===== src/pkg/aimix_pkg.sv =====
package aimix_pkg;
	localparam int          ADDR_W          = 8;
	localparam int          DATA_W          = 8;
	localparam int          LEVEL_W         = 4;

	localparam logic [7:0]  OFF_MIX2        = 8'h12;
	localparam logic [7:0]  OFF_LEFT1       = 8'h13;
	localparam logic [7:0]  OFF_RSVD        = 8'h14;

	localparam logic [7:0]  RST_MIX2        = 8'hff;
	localparam logic [7:0]  RST_LEFT1       = 8'h78;
	localparam logic [7:0]  RSVD_VALUE      = 8'h78;
	localparam logic [7:0]  UNMAPPED_VALUE  = 8'h00;

	localparam int          MIX2_LEFT_LSB   = 4;
	localparam int          MIX2_RIGHT_LSB  = 0;
	localparam int          LEFT1_DIFF_BIT  = 7;
	localparam int          LEFT1_LEVEL_LSB = 3;
	localparam int          LEFT1_PWR_BIT   = 2;
	localparam int          LEFT1_SS_LSB    = 0;

	localparam logic [3:0]  LEVEL_MAX       = 4'h8;
	localparam logic [3:0]  LEVEL_OFF       = 4'hf;
	localparam logic [3:0]  ATTEN_NONE      = 4'h0;

	localparam logic [1:0]  SS_EVERY_ONE    = 2'h0;
	localparam logic [1:0]  SS_EVERY_TWO    = 2'h1;
endpackage : aimix_pkg


===== src/rtl/aimix_level_decode.sv =====
`timescale 1ns/1ps
module aimix_level_decode (
	input  wire logic       clk,
	input  wire logic       reset,
	input  wire logic [3:0] level,
	output logic            connect,
	output logic [3:0]      atten
);
	typedef struct packed {
		logic       connect;
		logic [3:0] atten;
	} aimix_dec_s;

	aimix_dec_s state_q;
	aimix_dec_s state_d;

	// Reserved codes count as disconnected so the mixer never sees an undefined step
	always_comb begin
		state_d = state_q;
		if (level <= aimix_pkg::LEVEL_MAX) begin
			state_d.connect = 1'b1;
			state_d.atten   = level;
		end else begin
			state_d.connect = 1'b0;
			state_d.atten   = aimix_pkg::ATTEN_NONE;
		end
	end

	always_ff @(posedge clk) begin
		if (reset) begin
			state_q.connect <= 1'b0;
			state_q.atten   <= aimix_pkg::ATTEN_NONE;
		end else begin
			state_q <= state_d;
		end
	end

	assign connect = state_q.connect;
	assign atten   = state_q.atten;

	property p_level_connect;
		@(posedge clk) disable iff (reset)
		(level <= 4'h8) |=> (connect && atten == $past(level));
	endproperty
	a_level_connect: assert property (p_level_connect)
		else $error("Valid level did not connect input with its step");

	property p_level_off;
		@(posedge clk) disable iff (reset)
		(level == 4'hf) |=> (!connect && atten == 4'h0);
	endproperty
	a_level_off: assert property (p_level_off)
		else $error("Off code left input connected");
endmodule : aimix_level_decode


===== src/rtl/aimix_ctrl_regs.sv =====
`timescale 1ns/1ps
// Summary of operation
// - Upper nibble of reg 0x12 sets left second input level into right mixer.
// - Upper nibble 1111 disconnects left second input; resets to 1111.
// - Lower nibble of reg 0x12 sets right second input level, 0 to -12 dB.
// - Lower nibble 1111, the reset value, leaves right second input unconnected.
// - Reg 0x13 bit 7 picks single-ended (0, reset) or fully differential (1).
// - Reg 0x13 bits 6 to 3 set left first input level into left mixer.
// - Those bits at 1111, the reset value, disconnect the left first input.
// - Reg 0x13 bit 2 powers the left record channel; resets powered down.
// - Reg 0x13 bits 1 to 0 pick soft-step rate: 00, 01, or disabled.
// - Reg 0x14 is read-only, reads 0x78; host never writes it.
module aimix_ctrl_regs (
	input  wire logic       clk,
	input  wire logic       reset,
	input  wire logic       wr_en,
	input  wire logic       rd_en,
	input  wire logic [7:0] addr,
	input  wire logic [7:0] wr_data,
	output logic [7:0]      rd_data,
	output logic            rd_valid,
	output logic            rmix_left2_connect,
	output logic [3:0]      rmix_left2_atten,
	output logic            rmix_right2_connect,
	output logic [3:0]      rmix_right2_atten,
	output logic            lmix_left1_connect,
	output logic [3:0]      lmix_left1_atten,
	output logic            left1_differential,
	output logic            left_rec_power_up,
	output logic            left_soft_step_en,
	output logic            left_soft_step_half_rate
);
	typedef struct packed {
		logic [7:0] mix2;
		logic [7:0] left1;
		logic [7:0] rd_data;
		logic       rd_valid;
		logic       diff;
		logic       power;
		logic       ss_en;
		logic       ss_half;
	} aimix_regs_s;

	aimix_regs_s state_q;
	aimix_regs_s state_d;

	logic [2:0][3:0] levels;
	logic [2:0]      dec_connect;
	logic [2:0][3:0] dec_atten;

	always_comb begin
		state_d          = state_q;
		state_d.rd_valid = 1'b0;
		// Writes to the reserved word and to unmapped offsets are dropped
		if (wr_en) begin
			unique case (addr)
				aimix_pkg::OFF_MIX2:  state_d.mix2  = wr_data;
				aimix_pkg::OFF_LEFT1: state_d.left1 = wr_data;
				default: ;
			endcase
		end
		if (rd_en) begin
			state_d.rd_valid = 1'b1;
			unique case (addr)
				aimix_pkg::OFF_MIX2:  state_d.rd_data = state_q.mix2;
				aimix_pkg::OFF_LEFT1: state_d.rd_data = state_q.left1;
				aimix_pkg::OFF_RSVD:  state_d.rd_data = aimix_pkg::RSVD_VALUE;
				default:              state_d.rd_data = aimix_pkg::UNMAPPED_VALUE;
			endcase
		end
		state_d.diff  = state_q.left1[aimix_pkg::LEFT1_DIFF_BIT];
		state_d.power = state_q.left1[aimix_pkg::LEFT1_PWR_BIT];
		// Codes 10 and 11 both disable stepping; the rate flag then has no meaning
		unique case (state_q.left1[aimix_pkg::LEFT1_SS_LSB +: 2])
			aimix_pkg::SS_EVERY_ONE: begin
				state_d.ss_en   = 1'b1;
				state_d.ss_half = 1'b0;
			end
			aimix_pkg::SS_EVERY_TWO: begin
				state_d.ss_en   = 1'b1;
				state_d.ss_half = 1'b1;
			end
			default: begin
				state_d.ss_en   = 1'b0;
				state_d.ss_half = 1'b0;
			end
		endcase
	end

	always_ff @(posedge clk) begin
		if (reset) begin
			state_q.mix2     <= aimix_pkg::RST_MIX2;
			state_q.left1    <= aimix_pkg::RST_LEFT1;
			state_q.rd_data  <= aimix_pkg::UNMAPPED_VALUE;
			state_q.rd_valid <= 1'b0;
			state_q.diff     <= 1'b0;
			state_q.power    <= 1'b0;
			state_q.ss_en    <= 1'b1;
			state_q.ss_half  <= 1'b0;
		end else begin
			state_q <= state_d;
		end
	end

	// Host is trusted to keep reserved codes out; they decode as disconnected
	assign levels[0] = state_q.mix2[aimix_pkg::MIX2_LEFT_LSB +: aimix_pkg::LEVEL_W];
	assign levels[1] = state_q.mix2[aimix_pkg::MIX2_RIGHT_LSB +: aimix_pkg::LEVEL_W];
	assign levels[2] = state_q.left1[aimix_pkg::LEFT1_LEVEL_LSB +: aimix_pkg::LEVEL_W];

	genvar gi;
	generate
		for (gi = 0; gi < 3; gi++) begin : g_level
			aimix_level_decode u_dec (
				.clk     (clk),
				.reset   (reset),
				.level   (levels[gi]),
				.connect (dec_connect[gi]),
				.atten   (dec_atten[gi])
			);
		end
	endgenerate

	assign rd_data                  = state_q.rd_data;
	assign rd_valid                 = state_q.rd_valid;
	assign rmix_left2_connect       = dec_connect[0];
	assign rmix_left2_atten         = dec_atten[0];
	assign rmix_right2_connect      = dec_connect[1];
	assign rmix_right2_atten        = dec_atten[1];
	assign lmix_left1_connect       = dec_connect[2];
	assign lmix_left1_atten         = dec_atten[2];
	assign left1_differential       = state_q.diff;
	assign left_rec_power_up        = state_q.power;
	assign left_soft_step_en        = state_q.ss_en;
	assign left_soft_step_half_rate = state_q.ss_half;

	property p_write_readback;
		@(posedge clk) disable iff (reset)
		(wr_en && addr == 8'h12) ##1 (rd_en && !wr_en && addr == 8'h12)
			|=> (rd_valid && rd_data == $past(wr_data, 2));
	endproperty
	a_write_readback: assert property (p_write_readback)
		else $error("Register 0x12 did not read back written value");

	property p_rsvd_read;
		@(posedge clk) disable iff (reset)
		(rd_en && addr == 8'h14) |=> (rd_valid && rd_data == 8'h78);
	endproperty
	a_rsvd_read: assert property (p_rsvd_read)
		else $error("Reserved register did not read 0x78");

	property p_diff_follow;
		@(posedge clk) disable iff (reset)
		(wr_en && addr == 8'h13) |=> ##1 (left1_differential == $past(wr_data[7], 2));
	endproperty
	a_diff_follow: assert property (p_diff_follow)
		else $error("Differential select did not follow bit 7");

	property p_power_follow;
		@(posedge clk) disable iff (reset)
		(wr_en && addr == 8'h13) |=> ##1 (left_rec_power_up == $past(wr_data[2], 2));
	endproperty
	a_power_follow: assert property (p_power_follow)
		else $error("Left record power did not follow bit 2");

	property p_soft_step;
		@(posedge clk) disable iff (reset)
		(wr_en && addr == 8'h13 && wr_data[1]) |=> ##1 (!left_soft_step_en && !left_soft_step_half_rate);
	endproperty
	a_soft_step: assert property (p_soft_step)
		else $error("Soft-stepping not disabled for codes 10 or 11");

	property p_reset_state;
		@(posedge clk) disable iff (reset)
		$fell(reset) |-> (!rmix_left2_connect && !rmix_right2_connect && !lmix_left1_connect
			&& !left1_differential && !left_rec_power_up && left_soft_step_en);
	endproperty
	a_reset_state: assert property (p_reset_state)
		else $error("Outputs not at reset state after reset");

	property p_unmapped_write;
		@(posedge clk) disable iff (reset)
		(wr_en && addr != aimix_pkg::OFF_MIX2 && addr != aimix_pkg::OFF_LEFT1)
			|=> ($stable(state_q.mix2) && $stable(state_q.left1));
	endproperty
	a_unmapped_write: assert property (p_unmapped_write)
		else $error("Write to unmapped or reserved offset changed a register");

	property p_rd_valid_pulse;
		@(posedge clk) disable iff (reset)
		1'b1 |=> (rd_valid == $past(rd_en));
	endproperty
	a_rd_valid_pulse: assert property (p_rd_valid_pulse)
		else $error("Read valid did not follow read strobe by one cycle");

	property p_same_cycle_old;
		@(posedge clk) disable iff (reset)
		(wr_en && rd_en && addr == aimix_pkg::OFF_LEFT1) |=> (rd_data == $past(state_q.left1));
	endproperty
	a_same_cycle_old: assert property (p_same_cycle_old)
		else $error("Read during write did not return the old value");

	property p_left1_level;
		@(posedge clk) disable iff (reset)
		(wr_en && addr == aimix_pkg::OFF_LEFT1 && wr_data[6:3] <= aimix_pkg::LEVEL_MAX)
			|=> ##1 (lmix_left1_connect && lmix_left1_atten == $past(wr_data[6:3], 2));
	endproperty
	a_left1_level: assert property (p_left1_level)
		else $error("Left first input level not routed to left mixer");

	property p_right2_off;
		@(posedge clk) disable iff (reset)
		(wr_en && addr == aimix_pkg::OFF_MIX2 && wr_data[3:0] == aimix_pkg::LEVEL_OFF)
			|=> ##1 !rmix_right2_connect;
	endproperty
	a_right2_off: assert property (p_right2_off)
		else $error("Right second input stayed connected on off code");

	property p_left2_off;
		@(posedge clk) disable iff (reset)
		(wr_en && addr == aimix_pkg::OFF_MIX2 && wr_data[7:4] == aimix_pkg::LEVEL_OFF)
			|=> ##1 !rmix_left2_connect;
	endproperty
	a_left2_off: assert property (p_left2_off)
		else $error("Left second input stayed connected on off code");

	property p_half_rate;
		@(posedge clk) disable iff (reset)
		(wr_en && addr == aimix_pkg::OFF_LEFT1 && wr_data[1:0] == aimix_pkg::SS_EVERY_TWO)
			|=> ##1 (left_soft_step_en && left_soft_step_half_rate);
	endproperty
	a_half_rate: assert property (p_half_rate)
		else $error("Soft-step code 01 did not select half rate");
endmodule : aimix_ctrl_regs


===== config.mk =====
export PLATFORM = sky130hd
export DESIGN_NAME = aimix_ctrl_regs
export DESIGN_NICKNAME = d
export VERILOG_FILES = /design/src/pkg/aimix_pkg.sv /design/src/rtl/aimix_level_decode.sv /design/src/rtl/aimix_ctrl_regs.sv
export SDC_FILE = /design/constraint.sdc
export NUM_CORES = 1
export LEC_CHECK = 0
export BUFFER_PORTS_ARGS = -buffer_cell sky130_fd_sc_hd__buf_2
export CAP_MARGIN = 20
export CORE_MARGIN = 2
export CORE_UTILIZATION = 30
export CTS_BUF_LIST = sky130_fd_sc_hd__clkbuf_4
export DETAILED_ROUTE_END_ITERATION = 10
export PLACE_DENSITY = 0.57
export RECOVER_POWER = 100
export SETUP_SLACK_MARGIN = 0.15
export SLEW_MARGIN = 20
export SYNTH_ARGS = -nofsm -noshare
export SYNTH_HDL_FRONTEND = slang
export SYNTH_SLANG_ARGS = --single-unit
export TNS_END_PERCENT = 30

===== constraint.sdc =====
create_clock -name clk -period 1.6 [get_ports clk]
set_clock_uncertainty 0.1 [all_clocks]
set_input_delay 0.08 -clock clk [delete_from_list [all_inputs] [get_ports clk]]
set_output_delay 0.08 -clock clk [all_outputs]
set_load 0.01 [all_outputs]

# Word level (Yosys, flattened, before mapping)
# Cells that the tools add are included.
# op_classes
n_addsub	0
mul	0
div	0
magnitude_cmp	3
eq_ne	4
shifts	0
mux	6
bitwise_logic	3
reduce_logical	6
# ops
cell	n
8-bit by 5-bit == test with 1-bit output (second input constant)	3
8-bit one-hot mux with 3 select lines	1
5-bit two-way mux	3
4-bit less-or-equal comparator (second input constant)	3
2-bit OR reduction	3
2-bit one-hot mux with 2 select lines	1
2-bit AND reduction	2
1-bit NOT	3
2-bit by 1-bit == test with 1-bit output (second input constant)	1
2-bit logical NOT	1
1-bit two-way mux	1
# word_totals
reg_bits	44
latchBits	0
mem_bits_rw	0
romBits	0
inputBits	20
out_inout_bits	28
elab_cells	36
memories	0

# Longest topological paths before layout
# Gate-level depths: netlist of the first run.
# depth
word_depth	3
mapped_depth	4

# Cells and area by module
# A second synthesis of the first run with hierarchy kept.
# hier_totals
hier_cells	165
area_unflattened_um2	1742.9
# modules_own_cells
mod	instances	cells_per_inst	area_each_um2	seq_area_each_um2
aimix_ctrl_regs	1	129	1285.0	580.6
aimix_level_decode	3	12	152.6	100.1

# Worst setup path after synthesis of the first run
# OpenSTA, ideal clock, no wires.
# synth_timing
path_type	in2reg
startpoint	in addr[3]
endpoint	reg state_q (netlist bit state_d[2])
arrival_time_ps	1441
required_time_ps	1379
path_slack_ps	-62
path_stages	3
n_path_buf	0
path_cell_list	or4b_4 -> nor4_4 -> mux2_4
# synth_via
elab_chain_len	2
# synth_rtl
item	line	source
start, declared	aimix_ctrl_regs.sv:18	input wire logic [7:0] addr,
8-bit by 5-bit == test with 1-bit output	aimix_ctrl_regs.sv:56	unique case (addr)
2-bit AND reduction (no line)	n/a	
end signal, assigned	aimix_ctrl_regs.sv:101	state_q <= state_d;
end, declared	aimix_ctrl_regs.sv:44	aimix_regs_s state_q;
# Every way passes these cells.
# A chain may end at the register's enable or synchronous reset.

# Final worst setup path of the first run
# layout_timing
startpoint	in addr[3]
endpoint	reg state_q (netlist bit levels[8])
# Same word-level chain as after synthesis.

==> run_results.csv, run 1 <==
group,metric,value,unit
outcome,status,"completed",
critical_path,arrival,1.56,ns
critical_path,worst-r2r-cell-count,3,
critical_path,cp_max_fo,4,
grt,antenna_found_initial,0,
floorplanning,rows,27,
cts,h-tree-depth,2,
floorplanning,fp.dieArea,6396,um^2
synth,synth_fp_nets,188,
cells_and_area,diodes,0,
timing,rsz0062_at_grt,"no",
grt,grt_pass1_vias,1264,
routing,dr.pass1.iters,4,
synth,ys.flop_type,"dfxtp_1",
cells_and_area,final_nets,250,
critical_path,worstPathRequired,1.78,ns
power_and_ir_drop,ir_worst_vdd,283.5,uV
placed_design,dp.cells,286,
routing,post-route-drc-count,0,
synth,synth_top_area_frac,0.5087,
cts,clock_sinks,44,
timing,max_slew.worst_pin.slew,0.4907,ns
synth,yosysWarnings,0,
cts,path_clk_slew,0.13,ns
floorplanning,start_util,0.3126,
timing,holdWs,0.03845,ns
synth,ys_top_cells_by_count,"dfxtp_1 (44), nor2_1 (20), mux2i_1 (18)",
job,maxCapViolations,0,
cts,clockBufferDepth,2,
critical_path,worstSetupStartpointType,"input port",
grt,grt_max_degree,23,
synth,synth_area_leaders,"dfxtp_1 (51%), mux2i_1 (10%), nand2b_1 (5.4%)",
synth,syn_area,1732,um^2
timing,setup_violations,0,
floorplanning,io_pins,48,
routing,drtIter0Drc,30,
floorplanning,die_h,79.98,um
timing,drv_slew,0,
worst_hold_path,min_to,"rd_data[7]$_SDFFE_PP0P_",
placed_design,portBuffers,47,
synth,synth_top_area_cell,"dfxtp_1",
cts,numCtsBuffers,5,
cts,cts-root-buf,"clkbuf_4",
synth,ys_seq_area_frac,0.5087,
critical_path,r2r_start,"levels[4]$_SDFFE_PP1P_",
timing,clock.fmax,724.3,MHz
routing,wl_per_cell,11.90,um
cts,post_cts_buffers,0,
synth,synth_edf_count,0,
synth,ys_ff_latch,44,
cells_and_area,area_growth,24.78,%
placed_design,gp_congestion,0.6947,
grt,use_met1,0.1480,
synth,yosysMostFrequentCell,"dfxtp_1",
timing,fin_crit,1.381,ns
critical_path,criticalPathCategory,"input port to flip-flop",
worst_hold_path,hold_depth,3,
critical_path,endpoint_kind,"flip-flop",
grt,grt_pass1_wl,5.768,mm
critical_path,r2r-end,"g_level[1].u_dec.atten[3]$_SDFF_PP0_",
timing,finalHoldViolations,0,
grt,grt_usage,0.1170,
grt,grt-ovfl-total,0,
floorplanning,die_w,79.98,um
timing,max-slew-margin-rel,0.6701,
routing,wl,3.606,mm
cells_and_area,drive_gt1_frac,0.1558,
grt,grt_util_met2,0.1858,
routing,ant_nets,0,
synth,netlist_instances,168,
cells_and_area,finalNonFillerCells,303,
cts,clock_latency,0.34,ns
worst_hold_path,hp-start,"rd_en",
power_and_ir_drop,total_power,0.001754,W
cts,cts_tree,"yes",
timing,timing.final.crit_share,0.8629,
grt,busiest_layer,"met2",
placed_design,dp_hpwl,2.774,mm
power_and_ir_drop,p_leak,0.7868,nW
synth,avgSynthCellArea,10.31,um^2
power_and_ir_drop,power-per-cell-area,811.9,nW/um^2
worst_hold_path,hold_path.class,"input port to flip-flop",
routing,num_vias,1319,
critical_path,rrSetupSlack,0.30,ns
synth,async_flop_share,0,
floorplanning,coreArea,5540,um^2
grt,use_met3,0.04186,
synth,yosys.cell_types.count,24,
routing,via_per_inst,4.353,
==> per-layer routing <==
| layer | wire length [um] | up-vias |
|---|---|---|
| li1 | - | 693 |
| met1 | 1765 | 583 |
| met2 | 1557 | 37 |
| met3 | 237 | 6 |
| met4 | 45 | 0 |
| met5 | 0 | - |
==> per-stage QoR <==
step	util	instance area, um^2	setup slack, ns	TNS [ns]
2_1_floorplan	-	1732	-0.06233	-0.1247
3_3_place_gp	0.3762	2085	-0.02071	-0.09818
3_5_place_dp	0.3762	2085	-0.06585	-0.4775
4_1_cts	0.4027	2231	0.2922	0
5_1_grt	0.3900	2161	0.1076	0
6_report	0.3900	2161	0.2194	0
==> timing repair <==
item	in CTS	in global routing
hold endpoints to repair	20	0
hold buffers	9	0
resized for setup	0	0
==> logic make-up after synthesis <==
| kind of cell | synth area share |
|---|---|
| and+or+nand+nor | 0.2319 |
| DFF | 0.5087 |
| AOI/OAI and AO/OA | 0.08309 |
| muxes | 0.1214 |
| buffers and inverters | 0.05491 |
==> sequential cells by signal (all words and copies together), names as in the netlist <==
name / count
left1_differential: 1
state_q: 2
state_d: 2
left_soft_step_en: 1
levels: 12
left_soft_step_half_rate: 1
rd_valid: 1
left_rec_power_up: 1
rd_data: 8
g_level.u_dec.atten: 12
g_level.u_dec.connect: 3
==> worst max-delay path, stage by stage <==
cell and delay (ns):
clkbuf_1 0.10, or4b_1 0.57, nor4_2 0.39, buf_4 0.24
mux2i_1 0.17
==> report_power, final <==
part | total (W) | leakage (nW) | internal, W | switching, W
registers | 0.00110 | 0.355 | 0.00110 | 0.000000971
logic | 0.000138 | 0.407 | 0.0000703 | 0.0000679
clock network | 0.000518 | 0.0249 | 0.000166 | 0.000352
total | 0.00175 | 0.787 | 0.00133 | 0.000421
==> worst max-delay path by stage <==
stage                                 startpoint                              endpoint  slack, ns
final                                    addr[3]                levels[8]$_SDFFE_PP1P_       0.22
after global routing                     addr[3]              state_q[14]$_SDFFE_PP0P_       0.11
after CTS                 levels[4]$_SDFFE_PP1P_  g_level[1].u_dec.atten[2]$_SDFF_PP0_       0.29
after detailed placement                 addr[3]                levels[9]$_SDFFE_PP1P_      -0.07
after global placement                   addr[3]               levels[11]$_SDFFE_PP1P_      -0.02
after floorplan                          addr[3]               state_d[2]$_SDFFE_PP0P_      -0.06
==> final cells by class <==
cell class	instances	area (um^2)
fill	626	3379
sequential	44	880.8
multi-input combinational	107	735.7
timing repair buffer	69	385.4
tap	72	90.09
clock buffer	5	37.54
clock inverter	3	18.77
inverter	3	12.51
==> layout by cell type (no fill, tap or decap), drive strengths merged <==
cell         netlist  final
nor2              20     20
o32ai              4      4
o21a               4      4
or4b               1      1
nor4               2      2
nor2b              5      5
nor3b              3      3
nand3              1      1
clkinvlp           1      3
clkbuf             4     39
a21oi              7      7
clkinv             0      1
buf               10     26
nand2              4      4
o2111ai            1      1
nor4b              1      1
dfxtp             44     44
and2              12     12
mux2i             18     18
a221oi             4      4
or3                3      3
nand2b            15     15
inv                2      2
dlygate4sd3        0      9
mux2               2      2
No activity file was read; power rests on OpenSTA's default activity.
==> run 2, diff against run 1 <==
--- a/config.mk
+++ b/config.mk
@@ -11,6 +11,7 @@
 export CORE_UTILIZATION = 30
 export CTS_BUF_LIST = sky130_fd_sc_hd__clkbuf_4
 export DETAILED_ROUTE_END_ITERATION = 10
+export GPL_TIMING_DRIVEN = 0
 export PLACE_DENSITY = 0.57
 export RECOVER_POWER = 100
 export SETUP_SLACK_MARGIN = 0.15
==> run 2 against run 1 <==
Compared with the run above: sequential share of layout area down 0.95 points; non-clock buffer count grew 6; maximum frequency decreased by 4.8%; critical path type unchanged.
==> run_results.csv, run 2 (synthesized netlist as in run 1, its figures left out) <==
group,metric,value,unit
outcome,status,"completed",
floorplanning,rows,27,
timing,timing.final.crit_share,0.9060,
timing,finalHoldViolations,0,
critical_path,criticalPathCategory,"input port to flip-flop",
power_and_ir_drop,total_power,0.001926,W
floorplanning,coreArea,5540,um^2
placed_design,dp.cells,287,
grt,grt_pass1_vias,1271,
critical_path,endpoint_kind,"flip-flop",
cts,h-tree-depth,2,
floorplanning,die_w,79.98,um
power_and_ir_drop,ir_worst_vdd,324.4,uV
power_and_ir_drop,power-per-cell-area,870.6,nW/um^2
cts,numCtsBuffers,5,
cts,path_clk_slew,0.13,ns
placed_design,portBuffers,47,
cells_and_area,final_core_util,0.3993,
cells_and_area,drive_gt1_frac,0.1603,
timing,drv_slew,0,
grt,grt_pass1_wl,6.147,mm
floorplanning,die_h,79.98,um
routing,num_vias,1380,
floorplanning,fp.dieArea,6396,um^2
timing,setup_violations,0,
cells_and_area,finalNonFillerCells,309,
routing,wl,3.894,mm
cells_and_area,most-common-layout-cells,"dfxtp_1 (44), clkbuf_1 (37), nor2_1 (20), mux2i_1 (18), buf_2 (17)",
grt,antenna_found_initial,0,
routing,post-route-drc-count,0,
cts,cts_resized,0,
placed_design,gp_congestion,0.7067,
power_and_ir_drop,intPower,0.001487,W
power_and_ir_drop,p_leak,0.8216,nW
routing,wl_per_cell,12.60,um
critical_path,arrival,1.63,ns
cts,cts-root-buf,"clkbuf_4",
worst_hold_path,hold_path.class,"input port to flip-flop",
cells_and_area,area_growth,27.75,%
grt,grt_usage,0.1268,
timing,max-slew-margin-rel,0.5891,
floorplanning,io_pins,48,
power_and_ir_drop,power_frac_seq,0.571,
floorplanning,start_util,0.3126,
critical_path,worstPathRequired,1.79,ns
critical_path,cp_max_fo,8,
cts,clockBufferDepth,2,
cts,clock_latency,0.37,ns
placed_design,dp_hpwl,2.797,mm
timing,finalSetupTns,0,ns
cells_and_area,final_common_cell,"dfxtp_1",
routing,drtIter0Drc,68,
timing,clock.fmax,689.9,MHz
cells_and_area,diodes,0,
routing,ant_nets,0,
critical_path,worstSetupStartpointType,"input port",
routing,dr.pass1.iters,4,
power_and_ir_drop,clkPwrFrac,0.361,
grt,grt-ovfl-total,0,
routing,via_per_inst,4.466,
timing,rsz0062_at_grt,"no",
power_and_ir_drop,power.switching,0.0004392,W
timing,max_slew.worst_pin.slew,0.6150,ns
job,maxCapViolations,0,
grt,grt_max_degree,15,
cts,cts_tree,"yes",
cts,clock_sinks,44,
timing,fin_crit,1.450,ns
power_and_ir_drop,netSwitchingFraction,0.2280,
cells_and_area,final_nets,256,
power_and_ir_drop,pwr-share-comb,0.069,
## run 2: layer usage
layer	part of all wire	wire (um)	vias to the layer above	GRT usage
met2	0.45	1735	37	0.1975
li1	-	-	702	-
met5	0	0	-	0
met3	0.054	212	5	0.04299
met1	0.49	1889	636	0.1623
met4	0.014	56	0	0.04576
## run 2: through the flow
stage / area, um^2 / setup slack (ns) / hold slack, ns
3_5_place_dp: 2057 / -0.3844 / 0.2227
5_1_grt: 2212 / 0.09568 / 0.03040
2_1_floorplan: 1732 / -0.06233 / 0.06263
6_report: 2212 / 0.1504 / 0.01696
4_1_cts: 2272 / 0.1694 / 0.008643
3_3_place_gp: 2057 / -0.3760 / 0.2229
## run 2: power by group through the flow
stage	sequential (W)	combinational, W	clock [W]
2_1_floorplan	0.00112	0.0000650	0
3_3_place_gp	0.00112	0.000117	0
3_5_place_dp	0.00112	0.000118	0
4_1_cts	0.00110	0.000138	0.000721
5_1_grt	0.00110	0.000145	0.000763
6_report	0.00110	0.000132	0.000695
## run 2: worst paths after layout
check                                              end  slack [ns]                startpoint  depth (start not counted)
setup / recovery                levels[2]$_SDFFE_PP1P_        0.15                   addr[3]                          5
hold / removal                 rd_data[2]$_SDFFE_PP0P_        0.02                     rd_en                          3
setup reg to reg  g_level[2].u_dec.atten[2]$_SDFF_PP0_        0.29    levels[8]$_SDFFE_PP1P_                          3
hold reg to reg    left_soft_step_half_rate$_SDFF_PP0_        0.37  state_q[14]$_SDFFE_PP0P_                          1
## run 2: cell type report
type                    count  area (um^2)
fillers                   597         3328
flip-flops and latches     44        880.8
multi-input cells         107        733.2
repair buffers             61        332.8
well taps                  72        90.09
plain buffers              14        82.58
clock inverters             3        42.54
clock buffers               5        37.54
inverters                   3        12.51
## run 2: timing repair
item / CTS / global route
pin swaps: 1 / 1
endpoints found under the hold margin: 18 / 0
gates cloned: 0 / 0
buffers inserted: 3 / 1
endpoints found under the setup margin: 6 / 5
hold buffers: 10 / 0
## run 2: worst max-delay path, stage by stage
cell	delay (ns)
clkbuf_1	0.11
or4b_4	0.57
nor4_1	0.48
buf_12	0.20
mux2i_1	0.19
